## config.mk

```make
export PLATFORM = sky130hd
export DESIGN_NAME = ebc_seq
export DESIGN_NICKNAME = d
export VERILOG_FILES = /design/src/rtl/ebc_pkg.sv /design/src/rtl/ebc_seq.sv /design/src/rtl/ebc_ready_sync.sv
export SDC_FILE = /design/constraint.sdc
export NUM_CORES = 1
export LEC_CHECK = 0
export ABC_AREA = 1
export BUFFER_PORTS_ARGS = -buffer_cell sky130_fd_sc_hd__buf_2
export CORE_MARGIN = 1.5
export CORE_UTILIZATION = 56
export CTS_CLUSTER_DIAMETER = 120
export DETAILED_ROUTE_END_ITERATION = 8
export PLACE_DENSITY = 0.8
export SYNTH_ARGS = -nofsm -noshare
export SYNTH_HDL_FRONTEND = slang
export SYNTH_SLANG_ARGS = --single-unit
```

## constraint.sdc

```tcl
create_clock -name clk_i -period 4 [get_ports clk_i]
set_input_delay 0.8 -clock clk_i [delete_from_list [all_inputs] [get_ports clk_i]]
set_output_delay 0.8 -clock clk_i [all_outputs]
set_load 0.02 [all_outputs]
```

## src/rtl/ebc_pkg.sv

```systemverilog
// ebc_pkg: constants and types of the external bus cycle sequencer
// assumes a single 10 MHz system clock; one phase unit equals one clock
package ebc_pkg;
	// clock and phase unit
	localparam int CLK_PERIOD_NS = 100;
	localparam int PHASE_UNIT_NS = 100;
	localparam int PHASE_UNIT_CYC = (PHASE_UNIT_NS + CLK_PERIOD_NS - 1) / CLK_PERIOD_NS;

	// register byte offsets on the avalon slave
	localparam logic [4:0] REG_CTRL = 5'h00;
	localparam logic [4:0] REG_ADDR = 5'h04;
	localparam logic [4:0] REG_WDATA = 5'h08;
	localparam logic [4:0] REG_RDATA = 5'h0C;
	localparam logic [4:0] REG_TIM0 = 5'h10;
	localparam int NUM_CS = 4;
	localparam int CS_W = 2;

	// control register bits
	localparam int CTRL_START = 0;
	localparam int CTRL_WRITE = 1;
	localparam int CTRL_CS_LO = 2;
	localparam int CTRL_BHE = 4;
	localparam int CTRL_BUSY = 8;
	localparam int CTRL_DONE = 9;

	// widths
	localparam int ADDR_W = 24;
	localparam int DATA_W = 16;
	localparam int TIM_W = 17;
	localparam logic [TIM_W-1:0] TIM_RST = 17'h1FFF;
	localparam logic [5:0] AB_MAX = 6'h05;
	localparam logic [5:0] ACC_MAX = 6'h20;

	// per chip select timing word, lsb first: ab, abext, cmd, wset, acc, hold, ready
	typedef struct packed {
		logic mux;
		logic rdy_pol;
		logic rdy_async;
		logic rdy_en;
		logic [1:0] hold;
		logic [4:0] acc;
		logic wset;
		logic [1:0] cmd;
		logic [1:0] abext;
		logic ab;
	} ebc_timing_s;

	// cycle phases
	typedef enum logic [2:0] {
		ST_IDLE,
		ST_ADDR,
		ST_CMD,
		ST_WSET,
		ST_ACC,
		ST_HOLD
	} ebc_state_e;

	// external pin outputs
	typedef struct packed {
		logic [ADDR_W-1:0] addr;
		logic [DATA_W-1:0] ad;
		logic ad_oe;
		logic [DATA_W-1:0] d;
		logic d_oe;
		logic rd_n;
		logic wr_n;
		logic ale;
		logic bhe_n;
		logic [NUM_CS-1:0] cs_n;
	} ebc_pins_s;
endpackage : ebc_pkg

```

## src/rtl/ebc_seq.sv

```systemverilog
// ebc_seq: external bus cycle sequencer with avalon-mm register slave
// Behaviour
// - every external cycle walks address setup, command delay and write setup if nonzero, access, then hold if nonzero.
// - each phase length comes from the timing word of the selected chip select.
// - with ready enabled the access phase stays open until ready allows its end.
// - address setup lasts 1 or 2 units plus 0 to 3 more on a window change, at most 5.
// - command delay runs 0 to 3 units and write setup or tristate 0 to 1 unit.
// - access runs 1 to 32 units, which alone sets its length without ready.
// - in write cycles, address and write data are held 0 to 3 units after the strobe ends.
// - read data are taken on the edge that lifts the read strobe and moves the address.
// - early address changes in demultiplexed reads do not touch the captured data.
// - multiplexed mode puts address, then write data, on the shared 16-bit lines.
// - demultiplexed mode drives a 24-bit address and write data on the data lines.
// - ready sampled inactive adds a wait state, sampled active ends the access phase.
// - asynchronous ready passes an extra stage and costs at least one more wait state.
// - software picks the active level of the ready input.
// assumes an avalon-mm master on clk_i and an external device on the pin groups
`timescale 1ns/10ps
`default_nettype none
module ebc_seq
	import ebc_pkg::*;
(
	// clock and reset
	input wire logic clk_i,
	input wire logic nrst_i,
	// avalon-mm slave
	input wire logic [4:0] avs_address_i,
	input wire logic avs_read_i,
	input wire logic avs_write_i,
	input wire logic [31:0] avs_writedata_i,
	output logic [31:0] avs_readdata_o,
	output logic avs_waitrequest_o,
	// external bus outputs
	output ebc_pins_s pins_o,
	// external bus inputs
	input wire logic [DATA_W-1:0] shared_addr_data_bus_i,
	input wire logic [DATA_W-1:0] data_bus_i,
	input wire logic ready_i
);
	// register hit decode, shared by read and write paths
	function automatic logic reg_hit(input logic [4:0] a, input logic [4:0] off);
		reg_hit = (a == off);
	endfunction : reg_hit

	// phase length in units for a given phase
	function automatic logic [5:0] phase_len(input ebc_state_e ph, input ebc_timing_s t,
			input logic win);
		phase_len = 6'h00;
		case (ph)
			ST_ADDR: phase_len = 6'(t.ab) + 6'h01 + (win ? 6'(t.abext) : 6'h00);
			ST_CMD: phase_len = 6'(t.cmd);
			ST_WSET: phase_len = 6'(t.wset);
			ST_ACC: phase_len = 6'(t.acc) + 6'h01;
			ST_HOLD: phase_len = 6'(t.hold);
			default: phase_len = 6'h00;
		endcase
	endfunction : phase_len

	// next phase, skipping those programmed to zero
	function automatic ebc_state_e next_phase(input ebc_state_e ph, input ebc_timing_s t);
		next_phase = ST_IDLE;
		case (ph)
			ST_ADDR: next_phase = (t.cmd != 2'h0) ? ST_CMD : (t.wset ? ST_WSET : ST_ACC);
			ST_CMD: next_phase = t.wset ? ST_WSET : ST_ACC;
			ST_WSET: next_phase = ST_ACC;
			ST_ACC: next_phase = (t.hold != 2'h0) ? ST_HOLD : ST_IDLE;
			default: next_phase = ST_IDLE;
		endcase
	endfunction : next_phase

	logic [TIM_W-1:0] tim_q [NUM_CS];
	logic [ADDR_W-1:0] addr_q;
	logic [DATA_W-1:0] wdata_q;
	logic [DATA_W-1:0] rdata_q;
	logic [CS_W-1:0] cs_sel_q;
	logic wr_sel_q;
	logic bhe_q;
	logic done_q;
	logic ack_q;
	ebc_state_e state_q;
	ebc_state_e state_d;
	logic [5:0] cnt_q;
	logic [5:0] cnt_d;
	ebc_timing_s cur_q;
	ebc_timing_s sel_t;
	logic [CS_W-1:0] cyc_cs_q;
	logic [CS_W-1:0] last_cs_q;
	logic cyc_wr_q;
	logic [ADDR_W-1:0] pin_addr_q;
	logic win_chg;
	logic start_go;
	logic [CS_W-1:0] go_cs;
	logic rdy_sync;
	logic rdy_late;
	logic rdy_act;
	logic acc_end;
	logic bus_wr;
	logic bus_rd;
	logic busy;

	// avalon request decode; a write commits on the edge where waitrequest is low
	assign bus_wr = avs_write_i && ack_q;
	assign bus_rd = avs_read_i && !ack_q;
	assign busy = (state_q != ST_IDLE);
	// the start write carries the chip select of its own cycle
	assign go_cs = avs_writedata_i[CTRL_CS_LO +: CS_W];
	assign sel_t = ebc_timing_s'(tim_q[go_cs]);
	assign win_chg = (go_cs != last_cs_q);
	assign start_go = bus_wr && reg_hit(avs_address_i, REG_CTRL)
		&& avs_writedata_i[CTRL_START] && !busy;

	// one wait cycle, answer on the second edge
	always_ff @(posedge clk_i) begin
		if (!nrst_i) begin
			ack_q <= 1'b0;
		end else begin
			ack_q <= (avs_read_i || avs_write_i) && !ack_q;
		end
	end
	assign avs_waitrequest_o = (avs_read_i || avs_write_i) && !ack_q;

	// read data mux, unmapped reads return zero
	always_ff @(posedge clk_i) begin
		if (!nrst_i) begin
			avs_readdata_o <= 32'h0;
		end else if (bus_rd) begin
			avs_readdata_o <= 32'h0;
			if (reg_hit(avs_address_i, REG_CTRL)) begin
				avs_readdata_o[CTRL_WRITE] <= wr_sel_q;
				avs_readdata_o[CTRL_CS_LO +: CS_W] <= cs_sel_q;
				avs_readdata_o[CTRL_BHE] <= bhe_q;
				avs_readdata_o[CTRL_BUSY] <= busy;
				avs_readdata_o[CTRL_DONE] <= done_q;
			end else if (reg_hit(avs_address_i, REG_ADDR)) begin
				avs_readdata_o[ADDR_W-1:0] <= addr_q;
			end else if (reg_hit(avs_address_i, REG_WDATA)) begin
				avs_readdata_o[DATA_W-1:0] <= wdata_q;
			end else if (reg_hit(avs_address_i, REG_RDATA)) begin
				avs_readdata_o[DATA_W-1:0] <= rdata_q;
			end else begin
				for (int i = 0; i < NUM_CS; i++) begin
					if (reg_hit(avs_address_i, REG_TIM0 + 5'(4 * i))) begin
						avs_readdata_o[TIM_W-1:0] <= tim_q[i];
					end
				end
			end
		end
	end

	// control, address and write data registers
	always_ff @(posedge clk_i) begin
		if (!nrst_i) begin
			wr_sel_q <= 1'b0;
			cs_sel_q <= '0;
			bhe_q <= 1'b0;
			addr_q <= '0;
			wdata_q <= '0;
		end else if (bus_wr) begin
			if (reg_hit(avs_address_i, REG_CTRL) && !busy) begin
				wr_sel_q <= avs_writedata_i[CTRL_WRITE];
				cs_sel_q <= avs_writedata_i[CTRL_CS_LO +: CS_W];
				bhe_q <= avs_writedata_i[CTRL_BHE];
			end
			if (reg_hit(avs_address_i, REG_ADDR) && !busy) begin
				addr_q <= avs_writedata_i[ADDR_W-1:0];
			end
			if (reg_hit(avs_address_i, REG_WDATA) && !busy) begin
				wdata_q <= avs_writedata_i[DATA_W-1:0];
			end
		end
	end

	// timing word per chip select
	generate
		for (genvar g = 0; g < NUM_CS; g++) begin : g_tim
			always_ff @(posedge clk_i) begin
				if (!nrst_i) begin
					tim_q[g] <= TIM_RST;
				end else if (bus_wr && reg_hit(avs_address_i, REG_TIM0 + 5'(4 * g))) begin
					tim_q[g] <= avs_writedata_i[TIM_W-1:0];
				end
			end
		end
	endgenerate

	// done flag: end of cycle sets, writing one clears, set wins
	always_ff @(posedge clk_i) begin
		if (!nrst_i) begin
			done_q <= 1'b0;
		end else if (acc_end && next_phase(ST_ACC, cur_q) == ST_IDLE) begin
			done_q <= 1'b1;
		end else if (state_q == ST_HOLD && cnt_q == 6'h00) begin
			done_q <= 1'b1;
		end else if (bus_wr && reg_hit(avs_address_i, REG_CTRL)
				&& avs_writedata_i[CTRL_DONE]) begin
			done_q <= 1'b0;
		end
	end

	// ready pin synchroniser
	ebc_ready_sync u_rdy (
		.clk_i(clk_i),
		.nrst_i(nrst_i),
		.ready_i(ready_i),
		.sync_o(rdy_sync),
		.late_o(rdy_late)
	);
	// pick stage and level
	assign rdy_act = (cur_q.rdy_async ? rdy_late : rdy_sync) == cur_q.rdy_pol;
	assign acc_end = (state_q == ST_ACC) && (cnt_q == 6'h00)
		&& (!cur_q.rdy_en || rdy_act);

	// phase sequencer, counts in whole clocks
	always_comb begin
		state_d = state_q;
		cnt_d = cnt_q;
		if (state_q == ST_IDLE) begin
			if (start_go) begin
				state_d = ST_ADDR;
				cnt_d = 6'(phase_len(ST_ADDR, sel_t, win_chg) - 6'h01);
			end
		end else if (cnt_q != 6'h00) begin
			cnt_d = cnt_q - 6'h01;
		end else if (state_q == ST_ACC && !acc_end) begin
			state_d = ST_ACC;
		end else begin
			state_d = next_phase(state_q, cur_q);
			cnt_d = 6'(phase_len(state_d, cur_q, 1'b0) - 6'h01);
		end
	end

	// state, counter and cycle snapshot
	always_ff @(posedge clk_i) begin
		if (!nrst_i) begin
			state_q <= ST_IDLE;
			cnt_q <= 6'h00;
			cur_q <= ebc_timing_s'(TIM_RST);
			cyc_cs_q <= '0;
			last_cs_q <= '0;
			cyc_wr_q <= 1'b0;
		end else begin
			state_q <= state_d;
			cnt_q <= cnt_d;
			if (start_go) begin
				cur_q <= sel_t;
				cyc_cs_q <= go_cs;
				last_cs_q <= go_cs;
				cyc_wr_q <= avs_writedata_i[CTRL_WRITE];
			end
		end
	end

	// read capture on the edge that lifts the read strobe
	always_ff @(posedge clk_i) begin
		if (!nrst_i) begin
			rdata_q <= '0;
		end else if (acc_end && !cyc_wr_q) begin
			rdata_q <= cur_q.mux ? shared_addr_data_bus_i : data_bus_i;
		end
	end

	// address pins: loaded at start, moved on the read capture edge
	always_ff @(posedge clk_i) begin
		if (!nrst_i) begin
			pin_addr_q <= '0;
		end else if (start_go) begin
			pin_addr_q <= addr_q;
		end else if (acc_end && !cyc_wr_q) begin
			pin_addr_q <= '0;
		end
	end

	// pin decode from phase
	always_comb begin
		pins_o.addr = pin_addr_q;
		pins_o.ale = cur_q.mux && state_q == ST_ADDR;
		pins_o.ad = (state_q == ST_ADDR || state_q == ST_CMD) ? pin_addr_q[DATA_W-1:0] : wdata_q;
		pins_o.ad_oe = cur_q.mux && (state_q == ST_ADDR || state_q == ST_CMD
			|| (cyc_wr_q && state_q inside {ST_WSET, ST_ACC, ST_HOLD}));
		pins_o.d = wdata_q;
		pins_o.d_oe = !cur_q.mux && cyc_wr_q
			&& state_q inside {ST_WSET, ST_ACC, ST_HOLD};
		pins_o.rd_n = !(state_q == ST_ACC && !cyc_wr_q);
		pins_o.wr_n = !(state_q == ST_ACC && cyc_wr_q);
		pins_o.bhe_n = !(busy && bhe_q);
		pins_o.cs_n = '1;
		if (busy) begin
			pins_o.cs_n[cyc_cs_q] = 1'b0;
		end
	end

	// helper: cycles spent in the current phase and its expected length
	logic [5:0] ph_cyc_q;
	logic [5:0] ph_len_q;
	always_ff @(posedge clk_i) begin
		if (!nrst_i) begin
			ph_cyc_q <= 6'h00;
			ph_len_q <= 6'h00;
		end else if (state_d != state_q || state_q == ST_IDLE) begin
			ph_cyc_q <= 6'h00;
			ph_len_q <= cnt_d + 6'h01;
		end else begin
			ph_cyc_q <= ph_cyc_q + 6'h01;
		end
	end

	// checks
	phase_order_a: assert property (@(posedge clk_i) disable iff (!nrst_i)
		state_q == ST_ADDR |=> state_q inside {ST_ADDR, ST_CMD, ST_WSET, ST_ACC})
		else $error("address phase left to a wrong phase");
	phase_len_a: assert property (@(posedge clk_i) disable iff (!nrst_i)
		(state_q != ST_IDLE && state_q != ST_ACC && state_d != state_q)
		|-> ph_cyc_q + 6'h01 == ph_len_q)
		else $error("phase length differs from programmed count");
	addr_max_a: assert property (@(posedge clk_i) disable iff (!nrst_i)
		state_q == ST_ADDR |-> ph_len_q <= AB_MAX && ph_len_q != 6'h00)
		else $error("address setup outside 1 to 5 units");
	acc_min_a: assert property (@(posedge clk_i) disable iff (!nrst_i)
		(state_q == ST_ACC && state_d != ST_ACC)
		|-> ph_cyc_q + 6'h01 >= 6'(cur_q.acc) + 6'h01 && ph_cyc_q < ACC_MAX + 6'h01
		|| cur_q.rdy_en)
		else $error("access shorter than programmed");
	ready_wait_a: assert property (@(posedge clk_i) disable iff (!nrst_i)
		(state_q == ST_ACC && cnt_q == 6'h00 && cur_q.rdy_en && !rdy_act) |=> state_q == ST_ACC)
		else $error("access ended without ready");
	ready_end_a: assert property (@(posedge clk_i) disable iff (!nrst_i)
		acc_end |=> state_q != ST_ACC && pins_o.rd_n && pins_o.wr_n)
		else $error("access held after ready");
	read_cap_a: assert property (@(posedge clk_i) disable iff (!nrst_i)
		(acc_end && !cyc_wr_q && !cur_q.mux) |=> rdata_q == $past(data_bus_i) && pins_o.rd_n)
		else $error("read data not taken at strobe rise");
	mux_tris_a: assert property (@(posedge clk_i) disable iff (!nrst_i)
		(cur_q.mux && !cyc_wr_q && state_q inside {ST_WSET, ST_ACC}) |-> !pins_o.ad_oe)
		else $error("shared lines driven during read");
	demux_wr_a: assert property (@(posedge clk_i) disable iff (!nrst_i)
		(!cur_q.mux && !pins_o.wr_n) |-> pins_o.d_oe && pins_o.d == wdata_q && !pins_o.ad_oe)
		else $error("write data missing on data lines");
	strobe_acc_a: assert property (@(posedge clk_i) disable iff (!nrst_i)
		!pins_o.rd_n |-> state_q == ST_ACC && pins_o.cs_n != '1)
		else $error("read strobe outside access");
	read_done_c: cover property (@(posedge clk_i) disable iff (!nrst_i)
		acc_end && !cyc_wr_q);
	mux_write_c: cover property (@(posedge clk_i) disable iff (!nrst_i)
		acc_end && cyc_wr_q && cur_q.mux);
	ready_wait_c: cover property (@(posedge clk_i) disable iff (!nrst_i)
		state_q == ST_ACC && cnt_q == 6'h00 && cur_q.rdy_en && !rdy_act);
endmodule : ebc_seq
`default_nettype wire

```

## src/rtl/ebc_ready_sync.sv

```systemverilog
// ebc_ready_sync: three-stage synchroniser for the ready pin
// assumes ready_i is asynchronous to clk_i; gives a filtered level and a one-stage-later copy
`timescale 1ns/10ps
`default_nettype none
module ebc_ready_sync (
	// clock and reset
	input wire logic clk_i,
	input wire logic nrst_i,
	// pin and results
	input wire logic ready_i,
	output logic sync_o,
	output logic late_o
);
	logic [2:0] st_q;
	logic filt_q;

	// shift chain; only stage 2 reads stage 1
	always_ff @(posedge clk_i) begin
		if (!nrst_i) begin
			st_q <= 3'h0;
		end else begin
			st_q <= {st_q[1:0], ready_i};
		end
	end

	// level changes once stages two and three agree
	always_ff @(posedge clk_i) begin
		if (!nrst_i) begin
			filt_q <= 1'b0;
			late_o <= 1'b0;
		end else begin
			if (st_q[1] == st_q[2]) begin
				filt_q <= st_q[2];
			end
			late_o <= filt_q; // extra stage for asynchronous mode
		end
	end

	assign sync_o = filt_q;
endmodule : ebc_ready_sync
`default_nettype wire

```

* Word-level counts from Yosys, hierarchy flattened
Memories as Yosys holds them, arrays and structs flattened. Index checks and enable logic that the tools add are counted.
Word-level totals: bits in registers 142, RAM bits 68, input port bits 74, output and inout bits 99, logic and storage cells 188, memories kept 1
Operators by class: add/subtract/negate cells 7, magnitude comparators 2, eq/ne operators 23, mux-type cells 66, bitwise gates (word level) 5, reduce and logical (&&, ||, !) cells 58
Memories:
- tim_q | words 4, bits a word 17, read ports 5, clocked after Yosys merged registers in 0, wr ports 4, line ebc_seq.sv:71 | logic [TIM_W-1:0] tim_q [NUM_CS];
Operator list (count):
- 2-to-1 mux 17 bit | 9
- 2-to-1 mux 16 bit | 4
- 2-to-1 mux 6 bit | 9
- 2-to-1 mux 24 bit | 2
- 2-to-1 mux 3 bit | 12
- case mux 6 bit (5 select lines) | 1
- logical AND 1 bit | 29
- 2-to-1 mux 1 bit | 21
- == test 5 bit, second input constant | 4
- subtractor 6 x 1 -> 6 bit, second input constant | 3
- 2-to-1 mux 14 bit | 1
- == test 3 x 2 -> 1 bit, second input constant | 4
- == test 3 bit, second input constant | 4
- case mux 3 bit (4 select lines) | 1
- == test 5 x 4 -> 1 bit, second input constant | 2
- AND reduction 2 bit | 5
- logical NOT 1 bit | 9
- nonzero test 3 bit | 3
- 2-to-1 mux 4 bit | 2
- 2-to-1 mux 7 bit | 1
- adder 5 x 1 -> 6 bit, second input constant | 1
- == test 3 x 1 -> 1 bit, second input constant | 2
- logical NOT 3 bit | 2
- logical NOT 6 bit | 1
- 17 further kinds | 29

* Depth between registers and ports, before layout
depth after elaboration 18, gate-level depth with buffers 18, gate-level depth less buffers 18

* Cells and area by module
From an unflattened synthesis, not the netlist that was laid out.
Second synthesis, totals: cells, all modules 1240, area total of the unflattened synthesis 9720.6 µm²
Modules (own cells, without submodules):
- ebc_seq | times used 1, cells each 1221, area an instance 9567.9 µm², sequential area each 4764.6 µm²
- ebc_ready_sync | times used 1, cells each 19, area an instance 152.6 µm², sequential area each 100.1 µm²

* Worst setup path before layout
No wires, ideal clock.
path kind input-to-reg, start in avs_writedata_i[2], end reg cnt_q[4], setup time 120 ps, arrival 3087 ps, data required time 3880 ps, slack 793 ps, stages on the path 16, path buffers 2, cell sequence clkbuf_1 > clkinv_1 > clkbuf_1 > nand2_1 > nand4_1 > nand2_1 > ha_1 > inv_1 > ha_1 > or2_2 > nand2_1 > ha_1 > inv_1 > or2_2 > o21ai_0 > a21oi_1
On the way: cells in the longest elaborated chain, start to end 8
Ends and longest elaborated chain:
- start, declared | line ebc_seq.sv:30 | input wire logic [31:0] avs_writedata_i,
- memory (4 x 17 bit) / inequality test 2 bit (equally long branches)
- adder 1 x 1 -> 2 bit / 2-to-1 mux 2 bit (equally long branches) | line ebc_seq.sv:50 | ST_ADDR: phase_len = 6'(t.ab) + 6'h01 + (win ? 6'(t.abext) : 6'h00);
- adder 2 x 2 -> 3 bit * | line ebc_seq.sv:50
- 2-to-1 mux 6 bit * | line ebc_seq.sv:218 | if (start_go) begin
- 2-to-1 mux 6 bit * | line ebc_seq.sv:217 | if (state_q == ST_IDLE) begin
- subtractor 6 x 1 -> 6 bit * | line ebc_seq.sv:220 | cnt_d = 6'(phase_len(ST_ADDR, sel_t, win_chg) - 6'h01);
- 2-to-1 mux 6 bit * | line ebc_seq.sv:218
- 2-to-1 mux 6 bit * | line ebc_seq.sv:217
- end signal, assigned | line ebc_seq.sv:243 | cnt_q <= cnt_d;
- end, declared | line ebc_seq.sv:82 | logic [5:0] cnt_q;
Mark *: on every way between the ends. The rest lies on a longest branch, timed or not. The select of a mux whose other input is x is not followed. A chain may end at the register's enable or synchronous reset.

==> results.yml <==
timing:
  slew_headroom_pct: 29.9
  fmax_mhz: 299
  whs_ps: 427
  timing.final.crit_share_pct: 83.5
  rsz0062_at_grt: "false"
  min_period_ps: 3340
  maxSlewViolCount: 0
  finalSetupViolCount: 0
  worst_pin_slew_ps: 1050
  setup_tns_ps: 0
  skew_ps: 7.66
  hold_violations: 0
synthesis:
  yosysSeqAreaShare_pct: 50.2
  ys_seq_elements: 209
  avgSynthCellArea_sq_um: 7.84
  synth_warnings: 0
  post_synth_num_cell_types: 46
  syn_inst: 1235
  syn_area_sq_um: 9680
critical_path:
  startpoint: "cur_q[16]"
  start_kind: "register"
  worstReg2RegStart: "last_cs_q[1]"
  end_kind: "output pin"
  critPathMaxFanout: 19
  path_class: "register to output pin"
  arrival_ps: 2540
  required_ps: 3200
power:
  ir_drop_mv: 0.312
  fin_total_pwr_mw: 4.75
  power.leakage_nw: 4.97
  p_per_area_nw_per_um2: 417
clock_tree:
  path_clk_slew_ps: 60
  cts.sinks: 209
  cts_resized: 0
  cts_setup_buffers: 0
  cts_root_buffer: "clkbuf_16"
  tritoncts: "done"
  htreeDepth: 1
  insertion_delay_ps: 510
  cts_buffers: 22
  cts.path.max_buffers: 3
  hold_buffers: 0
layout:
  antenna_cells: 0
  fin_util_pct: 68.0
  final_area_sq_um: 11400
  syn_to_final_growth_pct: 17.7
  layout-drive-gt1-share_pct: 18.9
  nets: 1453
drt:
  post_drt_wl_per_cell_um: 18.6
  routed_wirelength_um: 30000
  drcViolationCount: 0
  firstDrtPassIters: 5
  num_vias: 9395
  final_antenna_net_count: 0
  via_per_inst: 5.84
  drtIter0Drc: 886
worst_hold_path:
  hold_start: "u_rdy.st_q[0]"
  hold_path.class: "register to register"
global_routing:
  grt.overflow.total: 0
  grt_pass1_wl_um: 46500
  grt_pass1_vias: 8452
  antenna_found_initial: 0
  grt_max_degree: 52
  gr-usage-all-layers_pct: 33.0
floorplanning:
  start_util_pct: 57.8
  die_h_um: 135
  io_pins: 173
  num_rows: 47
  core-area_sq_um: 16800
  die_width_um: 135
  die-area_sq_um: 18100
placed_design:
  numPortBuffers: 156
  post_dp_cell_area_sq_um: 10600
  place_congestion: 0.940
  hpwl_um: 20300
run:
  max-cap-violations: 0
run_status:
  outcome: "complete, no violations"
worst max-delay path, cell delays in order (launching register included):
cell and delay (ps):
dfxtp_1 780, clkinv_1 720, a21oi_1 330, buf_2 200
per-layer routing:
layer  routed length [um]  GRT usage (%)
met4                  939           11.5
met5                    0              0
met2                13800           52.7
met1                12200           45.2
met3                 3020           6.19
logic make-up (layout without fill, tap and decap cells):
family | Yosys count | after routing | share of synthesized area [%]
other | 1 | 8 | 0.0387
muxes | 1 | 1 | 0.103
xor gates and xnor gates | 2 | 2 | 0.181
DFF | 209 | 209 | 50.2
buffers and inverters | 187 | 334 | 7.84
and+or+nand+nor | 513 | 513 | 22.6
AOI/OAI and AO/OA | 318 | 318 | 18.4
adders and majority gates | 4 | 4 | 0.517
power breakdown:
| part | switching (mW) | internal (mW) |
|---|---|---|
| Combinational | 0.307 | 0.127 |
| Clock | 0.834 | 1.25 |
| Sequential | 0.0194 | 2.21 |
stage by stage:
stage | setup slack (ps) | cells
2_1_floorplan | 793 | 1242
3_3_place_gp | 695 | 1571
3_5_place_dp | 671 | 1571
4_1_cts | 586 | 1609
5_1_grt | 413 | 1609
6_report | 659 | 1609
worst paths after layout:
kind	endpoint	slack (ps)	cells after the start
worst max-delay path	pins_o[25]	660	3
worst min-delay path	u_rdy.st_q[1]	430	2
worst min register to register	u_rdy.st_q[1]	430	2
worst max register to register	cnt_q[4]	1420	15
layout by cell type, fill, tap and decap left out, types with 4 or more instances in the layout:
cell type,synthesis,layout
a21oi_1,126,126
a221oi_1,8,8
a22oi_1,6,6
a31oi_1,19,19
buf_2,16,156
buf_4,8,30
clkbuf_16,0,24
clkbuf_8,0,9
conb_1,1,8
dfxtp_1,141,141
edfxtp_1,68,68
ha_1,4,4
inv_1,95,95
inv_2,12,12
nand2_1,312,312
nand2_2,4,4
nand3_1,86,86
nand4_1,11,11
nor2_1,78,77
nor2_2,6,7
o211ai_1,25,25
o21ai_0,112,108
o21ai_1,2,6
cell usage after synthesis, drive strengths merged:
library cell	n	area, sq um
a211oi	3	22.5
a21oi	128	648
a221o	1	10.0
a221oi	8	70.1
a22oi	6	45.0
a31oi	19	119
a32o	1	10.0
buf	25	151
clkbuf	52	195
clkinv	3	11.3
conb	1	3.75
dfxtp	141	2820
edfxtp	68	2040
ha	4	50.1
inv	107	402
mux2i	1	10.0
nand2	316	1200
nand3	87	440
nand3b	1	7.51
nand4	11	68.8
nor2	89	404
nor3	6	56.3
o2111ai	2	17.5
o211ai	25	188
o21ai	115	579
o21bai	1	7.51
o221ai	3	26.3
o22ai	3	18.8
o31a	1	8.76
o31ai	1	7.51
o32ai	1	8.76
or2	3	18.8
xor2	2	17.5
registers in the layout, summed over array words and instances, names as in the netlist:
register	cells
cnt_q	6
done_q	1
bhe_q	1
cyc_wr_q	1
u_rdy.sync_o	1
wr_sel_q	1
wdata_q	16
avs_readdata_o	24
u_rdy.late_o	1
cur_q	14
cs_sel_q	2
rdata_q	16
state_q	3
pin_addr_q	24
ack_q	1
tim_q	68
u_rdy.st_q	3
last_cs_q	2
addr_q	24
cell type report:
class | count | area (sq um)
fillers | 1365 | 5360
flip-flops and latches | 209 | 4860
multi-input cells | 846 | 4090
repair buffers | 186 | 1010
clock buffers | 34 | 728
inverters | 110 | 413
well taps | 220 | 275
clock inverters | 4 | 23.8
Power figures use the tool's default switching activity.
